<file path="config.mk">
export PLATFORM = sky130hd
export DESIGN_NAME = spi_pdi_device_flat
export DESIGN_NICKNAME = d
export VERILOG_FILES = /design/src/logic/spi_pdi_pkg.sv /design/src/logic/spi_link_if.sv /design/src/logic/spi_pdi_device.sv /design/src/flat_wrapper.sv
export SDC_FILE = /design/constraint.sdc
export NUM_CORES = 1
export LEC_CHECK = 0
export ABC_AREA = 1
export BUFFER_PORTS_ARGS = -buffer_cell sky130_fd_sc_hd__buf_2
export CAP_MARGIN = 20
export CORE_AREA = 2 2 161 163
export DETAILED_ROUTE_END_ITERATION = 16
export DIE_AREA = 0 0 163 165
export PLACE_DENSITY = 0.7
export SETUP_SLACK_MARGIN = 0.1
export SYNTH_ARGS = -nofsm -noshare
export SYNTH_HDL_FRONTEND = slang
export SYNTH_SLANG_ARGS = --single-unit
</file>
<file path="constraint.sdc">
create_clock -name clk -period 6.25 [get_ports clk]
set_input_delay 1.25 -clock clk [delete_from_list [all_inputs] [get_ports clk]]
set_output_delay 1.25 -clock clk [all_outputs]
set_load 0.05 [all_outputs]
</file>
<file path="src/logic/spi_pdi_pkg.sv">
// Shared constants and command codes for the SPI process data port
package spi_pdi_pkg;
  localparam logic [7:0] PDI_TYPE_SPI = 8'h05;
  localparam int BYTE_W = 8;
  localparam int BIT_W = 3;
  localparam int ADDR_W = 16;
  localparam int LOW_ADDR_W = 13;
  localparam int A_B0_LSB = 5;
  localparam int CMD_W = 3;
  localparam int RES_W = 2;
  localparam int IRQ_BYTES = 3;
  localparam int HDR_BYTES = 3;
  localparam int LEN_W = 8;
  localparam int POS_W = 12;
  localparam int ERR_W = 8;
  localparam logic [7:0] TERM_BYTE = 8'hFF;
  localparam logic [7:0] WAIT_BYTE = 8'hFF;
  localparam logic [7:0] FILL_BYTE = 8'h00;
  localparam logic [1:0] RES_BITS = 2'h0;
  // Configuration byte fields
  localparam int CFG_CPHA = 0;
  localparam int CFG_CPOL = 1;
  localparam int CFG_IRQ_POL = 3;
  localparam int CFG_SEL_POL = 4;
  localparam int CFG_LATE = 5;
  typedef enum logic [2:0] {
    CMD_NOP = 3'h0,
    CMD_READ = 3'h2,
    CMD_READ_WS = 3'h3,
    CMD_WRITE = 3'h4,
    CMD_EXT = 3'h6
  } cmd_t;
endpackage

</file>
<file path="src/logic/spi_link_if.sv">
// Five-wire serial link between the host end and the device end
`timescale 1ns/100ps
`default_nettype none
interface spi_link_if;
  logic slave_select;
  logic serial_clock;
  logic serial_data_in;
  logic serial_data_out;
  logic host_irq;
  modport device(
    input slave_select,
    input serial_clock,
    input serial_data_in,
    output serial_data_out,
    output host_irq
  );
  modport host(
    output slave_select,
    output serial_clock,
    output serial_data_in,
    input serial_data_out,
    input host_irq
  );
endinterface
`default_nettype wire

</file>
<file path="src/logic/spi_pdi_device.sv">
// Device end of the SPI process data port, with its write FIFO
//
// Contract
// - Port active only when interface type selects SPI; host_irq still follows the masked event requests while inactive
// - Mode and select/irq polarity from configuration
// - Five link signals: select, clock, in, out, irq
// - Address/command phase, then data phase
// - Address phase two or three bytes
// - Any data byte count; address increments per byte
// - Master frames bytes by select, eight clocks each
// - One bit each way per clock, full duplex
// - Sample and shift edges follow mode settings
// - MSB first; multi-byte values low byte first
// - Two-byte mode: thirteen bits, upper bits zero
// - Three-byte mode: full sixteen-bit address
// - Byte0 A12..5, byte1 A4..0 plus command
// - Byte2 A15..13, second command, two zero bits
// - Decode nop, read, read-wait, write, extension
// - Second command field uses same codes
// - Extra extension bytes accepted in address phase
// - Interrupt request bytes shifted during address phase
// - Master waits or sends one all-ones wait byte
// - All-ones byte ends read; zero bit prefetches
// - Access errors block writes, bump error counter
// - Status flag on output before first clock; mode 0/2 without late sample drives interrupt request bit 7 there instead
`timescale 1ns/100ps
`default_nettype none

// ==========================================================
// Write FIFO
module data_fifo #(
  parameter int unsigned W = 24,
  parameter int unsigned DEPTH = 4
) (
  input wire logic clk,
  input wire logic resetn,
  input wire logic ce,
  input wire logic in_valid,
  output logic in_ready,
  input wire logic [W-1:0] in_data,
  output logic out_valid,
  input wire logic out_ready,
  output logic [W-1:0] out_data
);
  localparam int AW = (DEPTH > 1) ? $clog2(DEPTH) : 1;
  localparam logic [AW-1:0] LAST = AW'(DEPTH - 1);
  logic [W-1:0] mem [DEPTH];
  logic [W-1:0] head, next_head;
  logic [AW-1:0] rp, wp, next_rp, next_wp;
  logic [AW:0] cnt, next_cnt;
  logic vld, next_vld, do_in, do_out;

  // Head word and valid are registered so the outputs leave straight from flops
  assign in_ready = (cnt != (AW + 1)'(DEPTH));
  assign out_valid = vld;
  assign out_data = head;
  assign do_in = in_valid && in_ready;
  assign do_out = out_valid && out_ready;

  always_comb begin
    next_wp = wp;
    next_rp = rp;
    next_cnt = cnt;
    if (do_in) begin
      next_wp = (wp == LAST) ? '0 : wp + 1'b1;
    end
    if (do_out) begin
      next_rp = (rp == LAST) ? '0 : rp + 1'b1;
    end
    if (do_in && !do_out) begin
      next_cnt = cnt + 1'b1;
    end else if (do_out && !do_in) begin
      next_cnt = cnt - 1'b1;
    end
    next_vld = (next_cnt != '0);
    // A word written into the slot that becomes the head bypasses the array
    next_head = (do_in && next_rp == wp) ? in_data : mem[next_rp];
  end

  always_ff @(posedge clk) begin
    if (!resetn) begin
      wp <= '0;
      rp <= '0;
      cnt <= '0;
      vld <= 1'b0;
      head <= '0;
    end else if (ce) begin
      wp <= next_wp;
      rp <= next_rp;
      cnt <= next_cnt;
      vld <= next_vld;
      head <= next_head;
    end
  end

  always_ff @(posedge clk) begin
    if (ce && do_in) begin
      mem[wp] <= in_data;
    end
  end
endmodule

// ==========================================================
// Device end
module spi_pdi_device (
  input wire logic clk,
  input wire logic resetn,
  input wire logic ce,
  spi_link_if.device link,
  input wire logic [7:0] process_data_interface,
  input wire logic [7:0] spi_config,
  input wire logic [spi_pdi_pkg::IRQ_BYTES*spi_pdi_pkg::BYTE_W-1:0] application_event_request,
  input wire logic [spi_pdi_pkg::IRQ_BYTES*spi_pdi_pkg::BYTE_W-1:0] event_mask,
  output logic rd_req,
  output logic [spi_pdi_pkg::ADDR_W-1:0] rd_addr,
  input wire logic rd_ack,
  input wire logic [7:0] rd_data,
  output logic wr_valid,
  input wire logic wr_ready,
  output logic [spi_pdi_pkg::ADDR_W-1:0] wr_addr,
  output logic [7:0] wr_data,
  output logic [spi_pdi_pkg::ERR_W-1:0] err_count,
  output logic access_error
);
  import spi_pdi_pkg::*;

  typedef enum logic [2:0] {PH_IDLE, PH_ADDR, PH_WAIT, PH_DATA, PH_SKIP} phase_t;
  typedef struct packed {
    phase_t ph;
    logic sel;
    logic [BIT_W-1:0] bits;
    logic [1:0] abytes;
    logic [7:0] rx;
    logic [7:0] tx;
    logic dout;
    logic [ADDR_W-1:0] addr;
    cmd_t cmd;
    logic asked;
    logic term;
    logic dbytes;
    logic err;
    logic last_ok;
    logic [7:0] rbuf;
    logic rbuf_ok;
    logic rd_req;
    logic [ADDR_W-1:0] rd_addr;
    logic [ERR_W-1:0] errs;
    logic err_pulse;
    logic irq;
  } dev_t;
  localparam dev_t DEV_RST = '{ph: PH_IDLE, cmd: CMD_NOP, last_ok: 1'b1, default: '0};

  // ========================================================
  // Link input synchronisers: select, clock, data in
  logic [2:0] s1, s2, s3;
  logic [1:0] warm, next_warm;
  // Select and edges wait until the chain holds real pin levels, so the
  // flushed reset value never looks like a select or a clock edge
  assign next_warm = (warm == '1) ? warm : warm + 1'b1;
  always_ff @(posedge clk) begin
    if (!resetn) begin
      s1 <= '0;
      s2 <= '0;
      s3 <= '0;
      warm <= '0;
    end else if (ce) begin
      s1 <= {link.slave_select, link.serial_clock, link.serial_data_in};
      s2 <= s1;
      s3 <= s2;
      warm <= next_warm;
    end
  end

  logic active, sel_act, di, rise, fall, lead, trail, sample_edge, shift_edge, preload, is_read;
  logic push, fifo_ready;
  logic [7:0] irq_tx;
  dev_t st, n;

  assign active = (process_data_interface == PDI_TYPE_SPI);
  assign sel_act = (warm == '1) && (s2[2] == spi_config[CFG_SEL_POL]);
  assign di = s2[0];
  assign rise = (warm == '1) && s2[1] && !s3[1];
  assign fall = (warm == '1) && !s2[1] && s3[1];
  assign lead = spi_config[CFG_CPOL] ? fall : rise;
  assign trail = spi_config[CFG_CPOL] ? rise : fall;
  // Late out sample moves the output change onto the sampling edge
  assign sample_edge = spi_config[CFG_CPHA] ? trail : lead;
  assign shift_edge = spi_config[CFG_LATE] ? sample_edge : (spi_config[CFG_CPHA] ? lead : trail);
  assign preload = !spi_config[CFG_CPHA] && !spi_config[CFG_LATE];
  assign is_read = (st.cmd == CMD_READ) || (st.cmd == CMD_READ_WS);
  assign irq_tx = application_event_request[BYTE_W*((st.ph == PH_ADDR) ? st.abytes : 2'h2) +: BYTE_W];

  // ========================================================
  // Access sequencer
  always_comb begin
    logic [7:0] rxb;
    logic [7:0] nb;
    logic bad;
    cmd_t c;
    rxb = '0;
    nb = '0;
    bad = 1'b0;
    c = CMD_NOP;
    n = st;
    n.err_pulse = 1'b0;
    push = 1'b0;
    if (rd_ack) begin
      n.rbuf = rd_data;
      n.rbuf_ok = 1'b1;
      n.rd_req = 1'b0;
    end
    n.irq = (((application_event_request & event_mask) != '0) == spi_config[CFG_IRQ_POL]);
    if (!active) begin
      n.ph = PH_IDLE;
      n.sel = 1'b0;
      n.dout = st.last_ok;
    end else if (sel_act && !st.sel) begin
      n.sel = 1'b1;
      n.ph = PH_ADDR;
      n.bits = '0;
      n.abytes = '0;
      n.err = 1'b0;
      n.term = 1'b0;
      n.dbytes = 1'b0;
      n.asked = 1'b0;
      n.rbuf_ok = 1'b0;
      n.addr = '0;
      n.cmd = CMD_NOP;
      // Mode 0/2 normal needs bit 7 before the first edge, so no status there
      n.dout = preload ? application_event_request[BYTE_W-1] : st.last_ok;
      n.tx = {application_event_request[BYTE_W-2:0], 1'b0};
    end else if (!sel_act && st.sel) begin
      bad = st.err || (st.bits != '0) || (is_read && st.dbytes && !st.term);
      n.sel = 1'b0;
      n.ph = PH_IDLE;
      n.last_ok = !bad;
      n.err_pulse = bad;
      if (bad && st.errs != '1) begin
        n.errs = st.errs + 1'b1;
      end
    end else if (st.sel) begin
      if (shift_edge) begin
        if (st.bits == '0) begin
          if (st.ph == PH_DATA && is_read) begin
            nb = st.rbuf;
            // A fetch landing on this edge is kept for the next byte
            n.rbuf_ok = rd_ack;
            if (!st.rbuf_ok) begin
              n.err = 1'b1;
            end
          end else begin
            nb = irq_tx;
          end
          n.dout = nb[BYTE_W-1];
          n.tx = {nb[BYTE_W-2:0], 1'b0};
        end else begin
          n.dout = st.tx[BYTE_W-1];
          n.tx = {st.tx[BYTE_W-2:0], 1'b0};
        end
      end
      if (sample_edge) begin
        rxb = {st.rx[BYTE_W-2:0], di};
        n.rx = rxb;
        n.bits = st.bits + 1'b1;
        if (st.ph == PH_DATA && is_read) begin
          if (st.term) begin
            n.err = 1'b1;
          end
          if (!di && !st.asked) begin
            n.asked = 1'b1;
            n.rd_req = 1'b1;
            n.rd_addr = st.addr + 1'b1;
          end
        end
        if (st.bits == '1) begin
          unique case (st.ph)
            PH_ADDR: begin
              if (st.abytes == 2'h0) begin
                n.addr = {st.addr[ADDR_W-1:LOW_ADDR_W], rxb, st.addr[A_B0_LSB-1:0]};
                n.abytes = 2'h1;
              end else begin
                if (st.abytes == 2'h1) begin
                  n.addr = {{(ADDR_W-LOW_ADDR_W){1'b0}}, st.addr[LOW_ADDR_W-1:A_B0_LSB],
                            rxb[BYTE_W-1:CMD_W]};
                  c = cmd_t'(rxb[CMD_W-1:0]);
                end else begin
                  n.addr = {rxb[BYTE_W-1:BYTE_W-(ADDR_W-LOW_ADDR_W)], st.addr[LOW_ADDR_W-1:0]};
                  c = cmd_t'(rxb[RES_W+CMD_W-1:RES_W]);
                end
                n.abytes = 2'h2;
                n.cmd = c;
                unique case (c)
                  CMD_EXT: n.ph = PH_ADDR;
                  CMD_READ, CMD_READ_WS: begin
                    n.ph = (c == CMD_READ_WS) ? PH_WAIT : PH_DATA;
                    n.rd_req = 1'b1;
                    n.rd_addr = n.addr;
                  end
                  CMD_WRITE: n.ph = PH_DATA;
                  default: n.ph = PH_SKIP;
                endcase
              end
            end
            PH_WAIT: n.ph = PH_DATA;
            PH_DATA: begin
              n.dbytes = 1'b1;
              n.addr = st.addr + 1'b1;
              n.asked = 1'b0;
              if (is_read) begin
                n.term = (rxb == TERM_BYTE);
              end else if (!st.err) begin
                push = 1'b1;
                if (!fifo_ready) begin
                  n.err = 1'b1;
                end
              end
            end
            default: ;
          endcase
        end
      end
    end
  end

  always_ff @(posedge clk) begin
    if (!resetn) begin
      st <= DEV_RST;
    end else if (ce) begin
      st <= n;
    end
  end

  // Writes queue here; a full queue loses the byte and fails the access
  data_fifo #(.W(ADDR_W + BYTE_W), .DEPTH(4)) wq (
    .clk(clk),
    .resetn(resetn),
    .ce(ce),
    .in_valid(push),
    .in_ready(fifo_ready),
    .in_data({st.addr, n.rx}),
    .out_valid(wr_valid),
    .out_ready(wr_ready),
    .out_data({wr_addr, wr_data})
  );

  assign link.serial_data_out = st.dout;
  assign link.host_irq = st.irq;
  assign rd_req = st.rd_req;
  assign rd_addr = st.rd_addr;
  assign err_count = st.errs;
  assign access_error = st.err_pulse;
endmodule
`default_nettype wire

</file>
<file path="src/flat_wrapper.sv">
// flat-port wrapper written by rule: the top's interface ports become plain ports
module spi_pdi_device_flat import spi_pdi_pkg::*;
  (clk, resetn, ce, process_data_interface, spi_config, application_event_request, event_mask, rd_req, rd_addr, rd_ack, rd_data, wr_valid, wr_ready, wr_addr, wr_data, err_count, access_error, link_slave_select, link_serial_clock, link_serial_data_in, link_serial_data_out, link_host_irq);
  spi_link_if link_i ();
  input wire logic clk;
  input wire logic resetn;
  input wire logic ce;
  input wire logic [7:0] process_data_interface;
  input wire logic [7:0] spi_config;
  input wire logic [spi_pdi_pkg::IRQ_BYTES*spi_pdi_pkg::BYTE_W-1:0] application_event_request;
  input wire logic [spi_pdi_pkg::IRQ_BYTES*spi_pdi_pkg::BYTE_W-1:0] event_mask;
  output logic rd_req;
  output logic [spi_pdi_pkg::ADDR_W-1:0] rd_addr;
  input wire logic rd_ack;
  input wire logic [7:0] rd_data;
  output logic wr_valid;
  input wire logic wr_ready;
  output logic [spi_pdi_pkg::ADDR_W-1:0] wr_addr;
  output logic [7:0] wr_data;
  output logic [spi_pdi_pkg::ERR_W-1:0] err_count;
  output logic access_error;
  input wire logic [$bits(link_i.slave_select)-1:0] link_slave_select;
  input wire logic [$bits(link_i.serial_clock)-1:0] link_serial_clock;
  input wire logic [$bits(link_i.serial_data_in)-1:0] link_serial_data_in;
  output wire logic [$bits(link_i.serial_data_out)-1:0] link_serial_data_out;
  output wire logic [$bits(link_i.host_irq)-1:0] link_host_irq;
  assign link_i.slave_select = link_slave_select;
  assign link_i.serial_clock = link_serial_clock;
  assign link_i.serial_data_in = link_serial_data_in;
  assign link_serial_data_out = link_i.serial_data_out;
  assign link_host_irq = link_i.host_irq;
  spi_pdi_device u_core (.clk(clk), .resetn(resetn), .ce(ce), .link(link_i), .process_data_interface(process_data_interface), .spi_config(spi_config), .application_event_request(application_event_request), .event_mask(event_mask), .rd_req(rd_req), .rd_addr(rd_addr), .rd_ack(rd_ack), .rd_data(rd_data), .wr_valid(wr_valid), .wr_ready(wr_ready), .wr_addr(wr_addr), .wr_data(wr_data), .err_count(err_count), .access_error(access_error));
endmodule
</file>
==> reports/qor.txt, run 1 <==
Diode count: 0
Flop pwr share: 0.462
Setup slack after layout: 2.31 ns
Final Setup Violations: 0
Max cap viols: 0
EDFF count, synth: 96
Max incr delay on CP: 0.68 ns
Primary FF master, synth: dfxtp_1
Largest net degree at the start of global routing: 65
Antenna violations before repair: 0
Vias in the first global route: 9,139
Peak VDD IR: 0.166 mV
Clock Power Share: 0.431
Clock root buffer master: clkbuf_16
Core ar.: 25,000 um2
Clock latency on the worst-skew pair: 0.52 ns
Mapped cell area: 11,100 um2
CTS tree: done
R2r setup slk: 2.78 ns
H-tree depth: 1
Fin crit share: 0.631
Clock Skew: 0.00801 ns
Total number of vias: 9,876
DRC: 0
Net Sw Frac: 0.256
Synthesized instance count: 1,381
# IOs: 133
Synth cell count leaders: 258 x nand2_1, 148 x o21ai_0, 143 x nor2_1
Critical Path RT: 6.63 ns
Gate power share: 0.107
Max_slew headroom: 0.287
Worst Hold Class: flop to flop
WP data arrival: 4.33 ns
Synth top area share: 0.259
Asr flop ratio synth: 0
Count of final max-slew check failures: 0
Max Fclk: 254 MHz
Avg Cell Area, Syn: 8.06 um2
Dominant cell type by area after synthesis: edfxtp_1
CTS buffer count: 24
WS Path Type: input pin to flop
Status: finished, final reports clean
Count of different cell masters after synthesis: 51
Synth area leaders: edfxtp_1 26%, dfxtp_1 22%, nand2_1 8.7%
Clk buf depth: 3
Initial Utilization: 0.444
GRT Total Usage: 0.220
Final Hold Vio Count: 0
Global-route wire length before repair: 47,200 um
Num Clock Sinks: 221
Worst Setup Start Kind: input pin
Syn Nets: 1,478
Critical path capture point type: flop
Reg clk slew, reported paths: 0.06 ns
First element of the critical path: wr_ready
Critical Path Sink: u_core.wq.out_data[16]
Critical path's slowest cell: inv_2
Placed instance count: 1,766
Final instance count without filler cells: 1,810
Setup Buffers After CTS: 0
Drt total wl: 29,900 um
Pre-CTS WS: 1.78 ns
Drt first-iter violations: 837
CP Max Fanout: 50
HPWL Detailed: 20,200 um
Power Density: 267 nW/um2
Row Count: 58
Tmin final: 3.94 ns
Top-count cell post-synth: nand2_1
Reg-to-reg endpoint: u_core.wq.mem[2][19]
Sequential area share after synthesis: 0.484
Final net count: 1,559
Reg2reg start: u_core.warm[0]
Switching component of the power: 0.000859 W
Synth warn: 0
Die area: 26,900 um2
Die Ht: 165 um
Post_cts resized: 0
Layout cells sized above 1: 0.155
Leakage: 5.17 nW
RSZ-0062 raised after global routing: false
Cell Chain, Critical Path: buf_2, nand2_1, inv_1, nand2_1, nand2_1, buf_4, inv_2, nand2_1, a21oi_1, nand2_2, inv_2, nand2_1, nand3_1, a21oi_1
Fin Setup TNS: 0 ns
Final ANT Viol Nets: 0
DR WL/cell: 16.5 um
Hold-fix buffers, CTS: 0
Flops & latches, synth: 221
Area Growth Syn to Fin: 13.2%
GRT overflow: 0
Via/cell ratio: 5.46
Reg2Reg Depth: 15
Hold WS: 0.450 ns
Gpl congestion: 0.916
Int Power: 0.00250 W
Port-buffer cells: 129
Most frequent CP cell: nand2_1
Total Power: 0.00336 W
Worst-Margin Slew: 1.07 ns
Drt first pass iters: 5
Die Width: 163 um
-- metal layers --
| layer | vias up | part of all wire | GRT usage |
|---|---|---|---|
| li1 | 4834 | - | - |
| met4 | 0 | 0.026 | 0.0704 |
| met3 | 61 | 0.070 | 0.0337 |
| met1 | 4576 | 0.42 | 0.278 |
| met5 | - | 0 | 0 |
| met2 | 405 | 0.49 | 0.385 |
-- flip-flops by register name, indices dropped and copies added, names as in the netlist --
signal,flops
u_core.link.host_irq,1
u_core.wq.out_data,24
u_core.s2,3
u_core.s3,1
u_core.wq.wp,2
u_core.err_count,8
u_core.rd_addr,16
u_core.wq.mem,96
u_core.wq.cnt,3
u_core.rd_req,1
u_core.s1,3
u_core.st,56
u_core.wq.out_valid,1
u_core.access_error,1
u_core.link.serial_data_out,1
u_core.warm,2
u_core.wq.rp,2
-- cell usage in the layout, fill, tap and decap left out, drive strengths merged, types with 4 or more instances in the layout --
master,count
a21oi,106
a22o,6
nand4,18
a211oi,19
nand2,266
edfxtp,96
or2,9
inv,141
a31oi,4
o211ai,23
dfxtp,125
nand3,82
buf,138
clkinv,8
xor2,13
o21bai,8
ha,17
o22ai,19
o21ai,155
clkbuf,31
nor3,21
nor2,154
-- final cells by class --
class                           instances  area [um2]
Clock buffer                           31         648
Clock inverter                         13         145
Fill cell                            2386       12400
Inverter                              141         529
Multi-Input combinational cell        936        4760
Sequential cell                       221        5390
Tap cell                              330         413
Timing Repair Buffer                  138         713
-- critical path, delay by kind of cell --
kind,cells,cell delay (ns)
buf+inv,5,1.70
compound gates,2,0.28
simple gates,7,1.05
-- power by group through the flow --
stage                     sequential [W]  clock [W]  combinational [W]
final                            0.00155    0.00145           0.000360
after global routing             0.00155    0.00152           0.000401
after CTS                        0.00155    0.00146           0.000362
after detailed placement         0.00158          0           0.000361
after global placement           0.00158          0           0.000354
after floorplan                  0.00163          0           0.000203
-- per-stage QoR --
| stage | cell area (um2) | utilization |
|---|---|---|
| 6_report | 12600 | 0.503 |
| 5_1_grt | 12600 | 0.503 |
| 4_1_cts | 12600 | 0.503 |
| 3_5_place_dp | 11800 | 0.471 |
| 3_3_place_gp | 11800 | 0.471 |
| 2_1_floorplan | 11100 | - |
-- worst min-delay path by stage --
stage                                      start                endpoint  slack [ns]  depth (start not counted)
after floorplan                    u_core.st[33]           u_core.st[33]        0.42                          2
after global placement             u_core.st[33]           u_core.st[33]        0.44                          2
final                              u_core.st[33]           u_core.st[33]        0.45                          2
after detailed placement           u_core.st[33]           u_core.st[33]        0.44                          2
after CTS                          u_core.st[33]           u_core.st[33]        0.45                          2
after global routing      u_core.wq.out_data[14]  u_core.wq.out_data[14]        0.48                          2
-- cell families (layout without fill, tap and decap cells) --
kind of cell	after synthesis	count (layout)	synth area share
adders and majority gates	17	17	0.0191
AOI/OAI and AO/OA	350	350	0.179
buffers and inverters	224	323	0.0886
muxes	1	1	0.000900
DFF	221	221	0.484
xor gates and xnor gates	13	13	0.0102
and+or+nand+nor	555	555	0.218
Note: power is estimated with default switching activity, not from simulation.
==> inputs of run 2 (changes only) <==
--- a/config.mk
+++ b/config.mk
@@ -11,7 +11,7 @@
 export CORE_AREA = 2 2 161 163
 export DETAILED_ROUTE_END_ITERATION = 16
 export DIE_AREA = 0 0 163 165
-export PLACE_DENSITY = 0.7
+export PLACE_DENSITY = 0.73
 export SETUP_SLACK_MARGIN = 0.1
 export SYNTH_ARGS = -nofsm -noshare
 export SYNTH_HDL_FRONTEND = slang
==> constraint.sdc (replaced) <==
create_clock -name clk -period 3.3 [get_ports clk]
set_input_delay 0.66 -clock clk [delete_from_list [all_inputs] [get_ports clk]]
set_output_delay 0.66 -clock clk [all_outputs]
set_load 0.05 [all_outputs]
==> run 2 against run 1 <==
Combinational power grew 98%. Clock power grew 76%. Count of clock-buffer cells in the layout grew 3. Critical path depth grew 2. Power grew 85%. Hold slack lost 0.072 ns. Clock skew grew 0.011 ns.
==> reports/qor.txt, run 2 (synthesis results as in run 1) <==
GRT Total Usage: 0.219 (-0.000670)
Peak VDD IR: 0.291 mV (+75%)
H-tree depth: 1 (unchanged)
Initial Utilization: 0.444 (unchanged)
Reg clk slew, reported paths: 0.06 ns (about the same)
Most frequent cells in the layout: 257 x nand2_1, 146 x o21ai_0, 139 x nor2_1
Final core occ: 0.510 (+0.00700)
Reg2Reg Depth: 16 (+1)
Power Density: 486 nW/um2 (+82%)
Row Count: 58 (unchanged)
Clock Skew: 0.0185 ns (+0.0105 ns)
Most frequent CP cell: inv_1
Pre-CTS WS: 0.0399 ns (-1.74 ns)
Register area: 5390 um2 (unchanged)
Fin crit share: 0.868
RSZ-0062 raised after global routing: false
Reg-to-reg endpoint: u_core.st[55]
Clock latency on the worst-skew pair: 0.52 ns (about the same)
GRT overflow: 0 (unchanged)
Commonest non-fill, non-tap cell in the layout: nand2_1
Final instance count without filler cells: 1,829 (+1.0%)
CTS buffer count: 24 (unchanged)
Num Clock Sinks: 221 (unchanged)
Worst Setup Start Kind: flop
Area Growth Syn to Fin: 14.8%
R2r setup slk: 0.44 ns (-2.34 ns)
Fillers: 2,355 (-1.3%)
WP buf/inv: 5 (unchanged)
Status: finished, final reports clean
Critical Path RT: 3.74 ns (-2.89 ns)
Largest Register: u_core.wq.mem
Post-Layout Inst Area: 12,800 um2 (+1.4%)
Net Sw Frac: 0.256 (+0.000535)
Worst Hold Class: input pin to flop
WS Path Type: flop to flop
Gate power share: 0.115 (+0.008)
Area of the multi-input gates: 4780 um2 (+0.42%)
Setup Buffers After CTS: 0 (unchanged)
Die Ht: 165 um (unchanged)
Max reg flops: 96 (unchanged)
Final net count: 1,578 (+1.2%)
Drt total wl: 29,800 um (-0.19%)
HPWL Detailed: 20,500 um (+1.6%)
Global-route wire length before repair: 46,700 um (-0.99%)
Final Hold Vio Count: 0 (unchanged)
Leakage: 5.38 nW (+4.0%)
Core ar.: 25,000 um2 (unchanged)
Largest net degree at the start of global routing: 64 (-1.5%)
Flop pwr share: 0.474 (+0.012)
Drt first-iter violations: 827 (-1.2%)
Die Width: 163 um (unchanged)
Cell Chain, Critical Path: ha_1, inv_1, nor3_2, inv_1, ha_1, nor2_1, inv_2, nor2_8, inv_2, nor2_4, nand2_1, nor2_1, nor2_4, inv_1, nand2_1, a21oi_1
Total number of vias: 9,947 (+0.72%)
Diode count: 0 (unchanged)
DRC: 0 (unchanged)
Clock Power Share: 0.411 (-0.020)
Drt first pass iters: 6 (+1)
Hold Path Origin: link_serial_data_in
Setup slack after layout: 0.437 ns (-1.87 ns)
Final Setup Violations: 0 (unchanged)
Reg2reg start: u_core.warm[1]
WP data arrival: 3.30 ns (-1.03 ns)
CP Max Fanout: 14 (-72%)
Final ANT Viol Nets: 0 (unchanged)
Critical path capture point type: flop
Via/cell ratio: 5.44 (-0.33%)
Antenna violations before repair: 0 (unchanged)
Gpl congestion: 0.944 (+3.1%)
Tmin final: 2.86 ns
Port-buffer cells: 129 (unchanged)
Worst Hold End: u_core.s1[0]
Die area: 26,900 um2 (unchanged)
# IOs: 133 (unchanged)
Switching component of the power: 0.00159 W (+85%)
Max_slew headroom: 0.371 (+0.0839)
Vias in the first global route: 9,483 (+3.8%)
Area post-placement: 12,000 um2 (+1.6%)
Worst hold path cell count: 3 (+1)
Max Fclk: 349 MHz
Int Power: 0.00462 W (+85%)
Layout cells sized above 1: 0.171 (+0.0167)
Max cap viols: 0 (unchanged)
Delay-heaviest family, CP: simple AND/OR/NAND/NOR gates
Max incr delay on CP: 0.33 ns (-0.35 ns)
Worst-Margin Slew: 0.943 ns (-0.127 ns)
CTS tree: done
Placed instance count: 1,785 (+1.1%)
Clock root buffer master: clkbuf_16
Count of final max-slew check failures: 0 (unchanged)
Clk buf depth: 3 (unchanged)
Critical path's slowest cell: dfxtp_1
DR WL/cell: 16.3 um (-1.2%)
## run 2: layer usage
layer,vias up,wire [um],GRT usage
met4,0,993,0.0917
met2,420,14500,0.387
met5,-,0,0
met1,4581,12100,0.268
met3,80,2250,0.0311
li1,4866,-,-
## run 2: worst max path at each step
stage / cells past startpoint / startpoint / slack [ns] / to
6_report: 16 / u_core.warm[1] / 0.44 / u_core.st[55]
5_1_grt: 16 / u_core.warm[0] / 0.17 / u_core.st[49]
4_1_cts: 11 / u_core.warm[0] / 0.13 / u_core.wq.mem[2][5]
3_5_place_dp: 12 / spi_config[4] / 0.04 / u_core.wq.mem[0][5]
3_3_place_gp: 12 / spi_config[4] / 0.07 / u_core.wq.mem[2][4]
2_1_floorplan: 13 / spi_config[4] / -0.06 / u_core.wq.mem[0][0]
## run 2: power by group through the flow
stage | Clock (W) | Combinational (W) | Sequential, W
global route | 0.00270 | 0.000794 | 0.00295
floorplan | 0 | 0.000399 | 0.00309
finish | 0.00255 | 0.000714 | 0.00294
global placement | 0 | 0.000698 | 0.00299
CTS | 0.00258 | 0.000714 | 0.00294
detailed placement | 0 | 0.000711 | 0.00300
## run 2: stage by stage
step | setup TNS (ns) | total power (W) | hold slack [ns]
after detailed placement | 0 | 0.00371 | 0.446
after global placement | 0 | 0.00369 | 0.442
after global routing | 0 | 0.00644 | 0.389
after floorplan | -5.29 | 0.00349 | 0.425
after CTS | 0 | 0.00623 | 0.377
final | 0 | 0.00621 | 0.378
## run 2: cell type report
class / instances / area share
flip-flops and latches: 221 / 0.422
clock buffers: 34 / 0.0553
multi-input cells: 936 / 0.375
inverters: 141 / 0.0414
clock inverters: 10 / 0.00392
well taps: 330 / 0.0323
repair buffers: 157 / 0.0709
## run 2: tightest hold or removal path, stage by stage
cell,delay (ns)
buf_2,0.07
nor2_1,0.03
nor2_1,0.08
## run 2: what timing repair did
item                       CTS  global route
gates resized for setup      0             7
hold buffers                 0             0
setup endpoints to repair    0            50
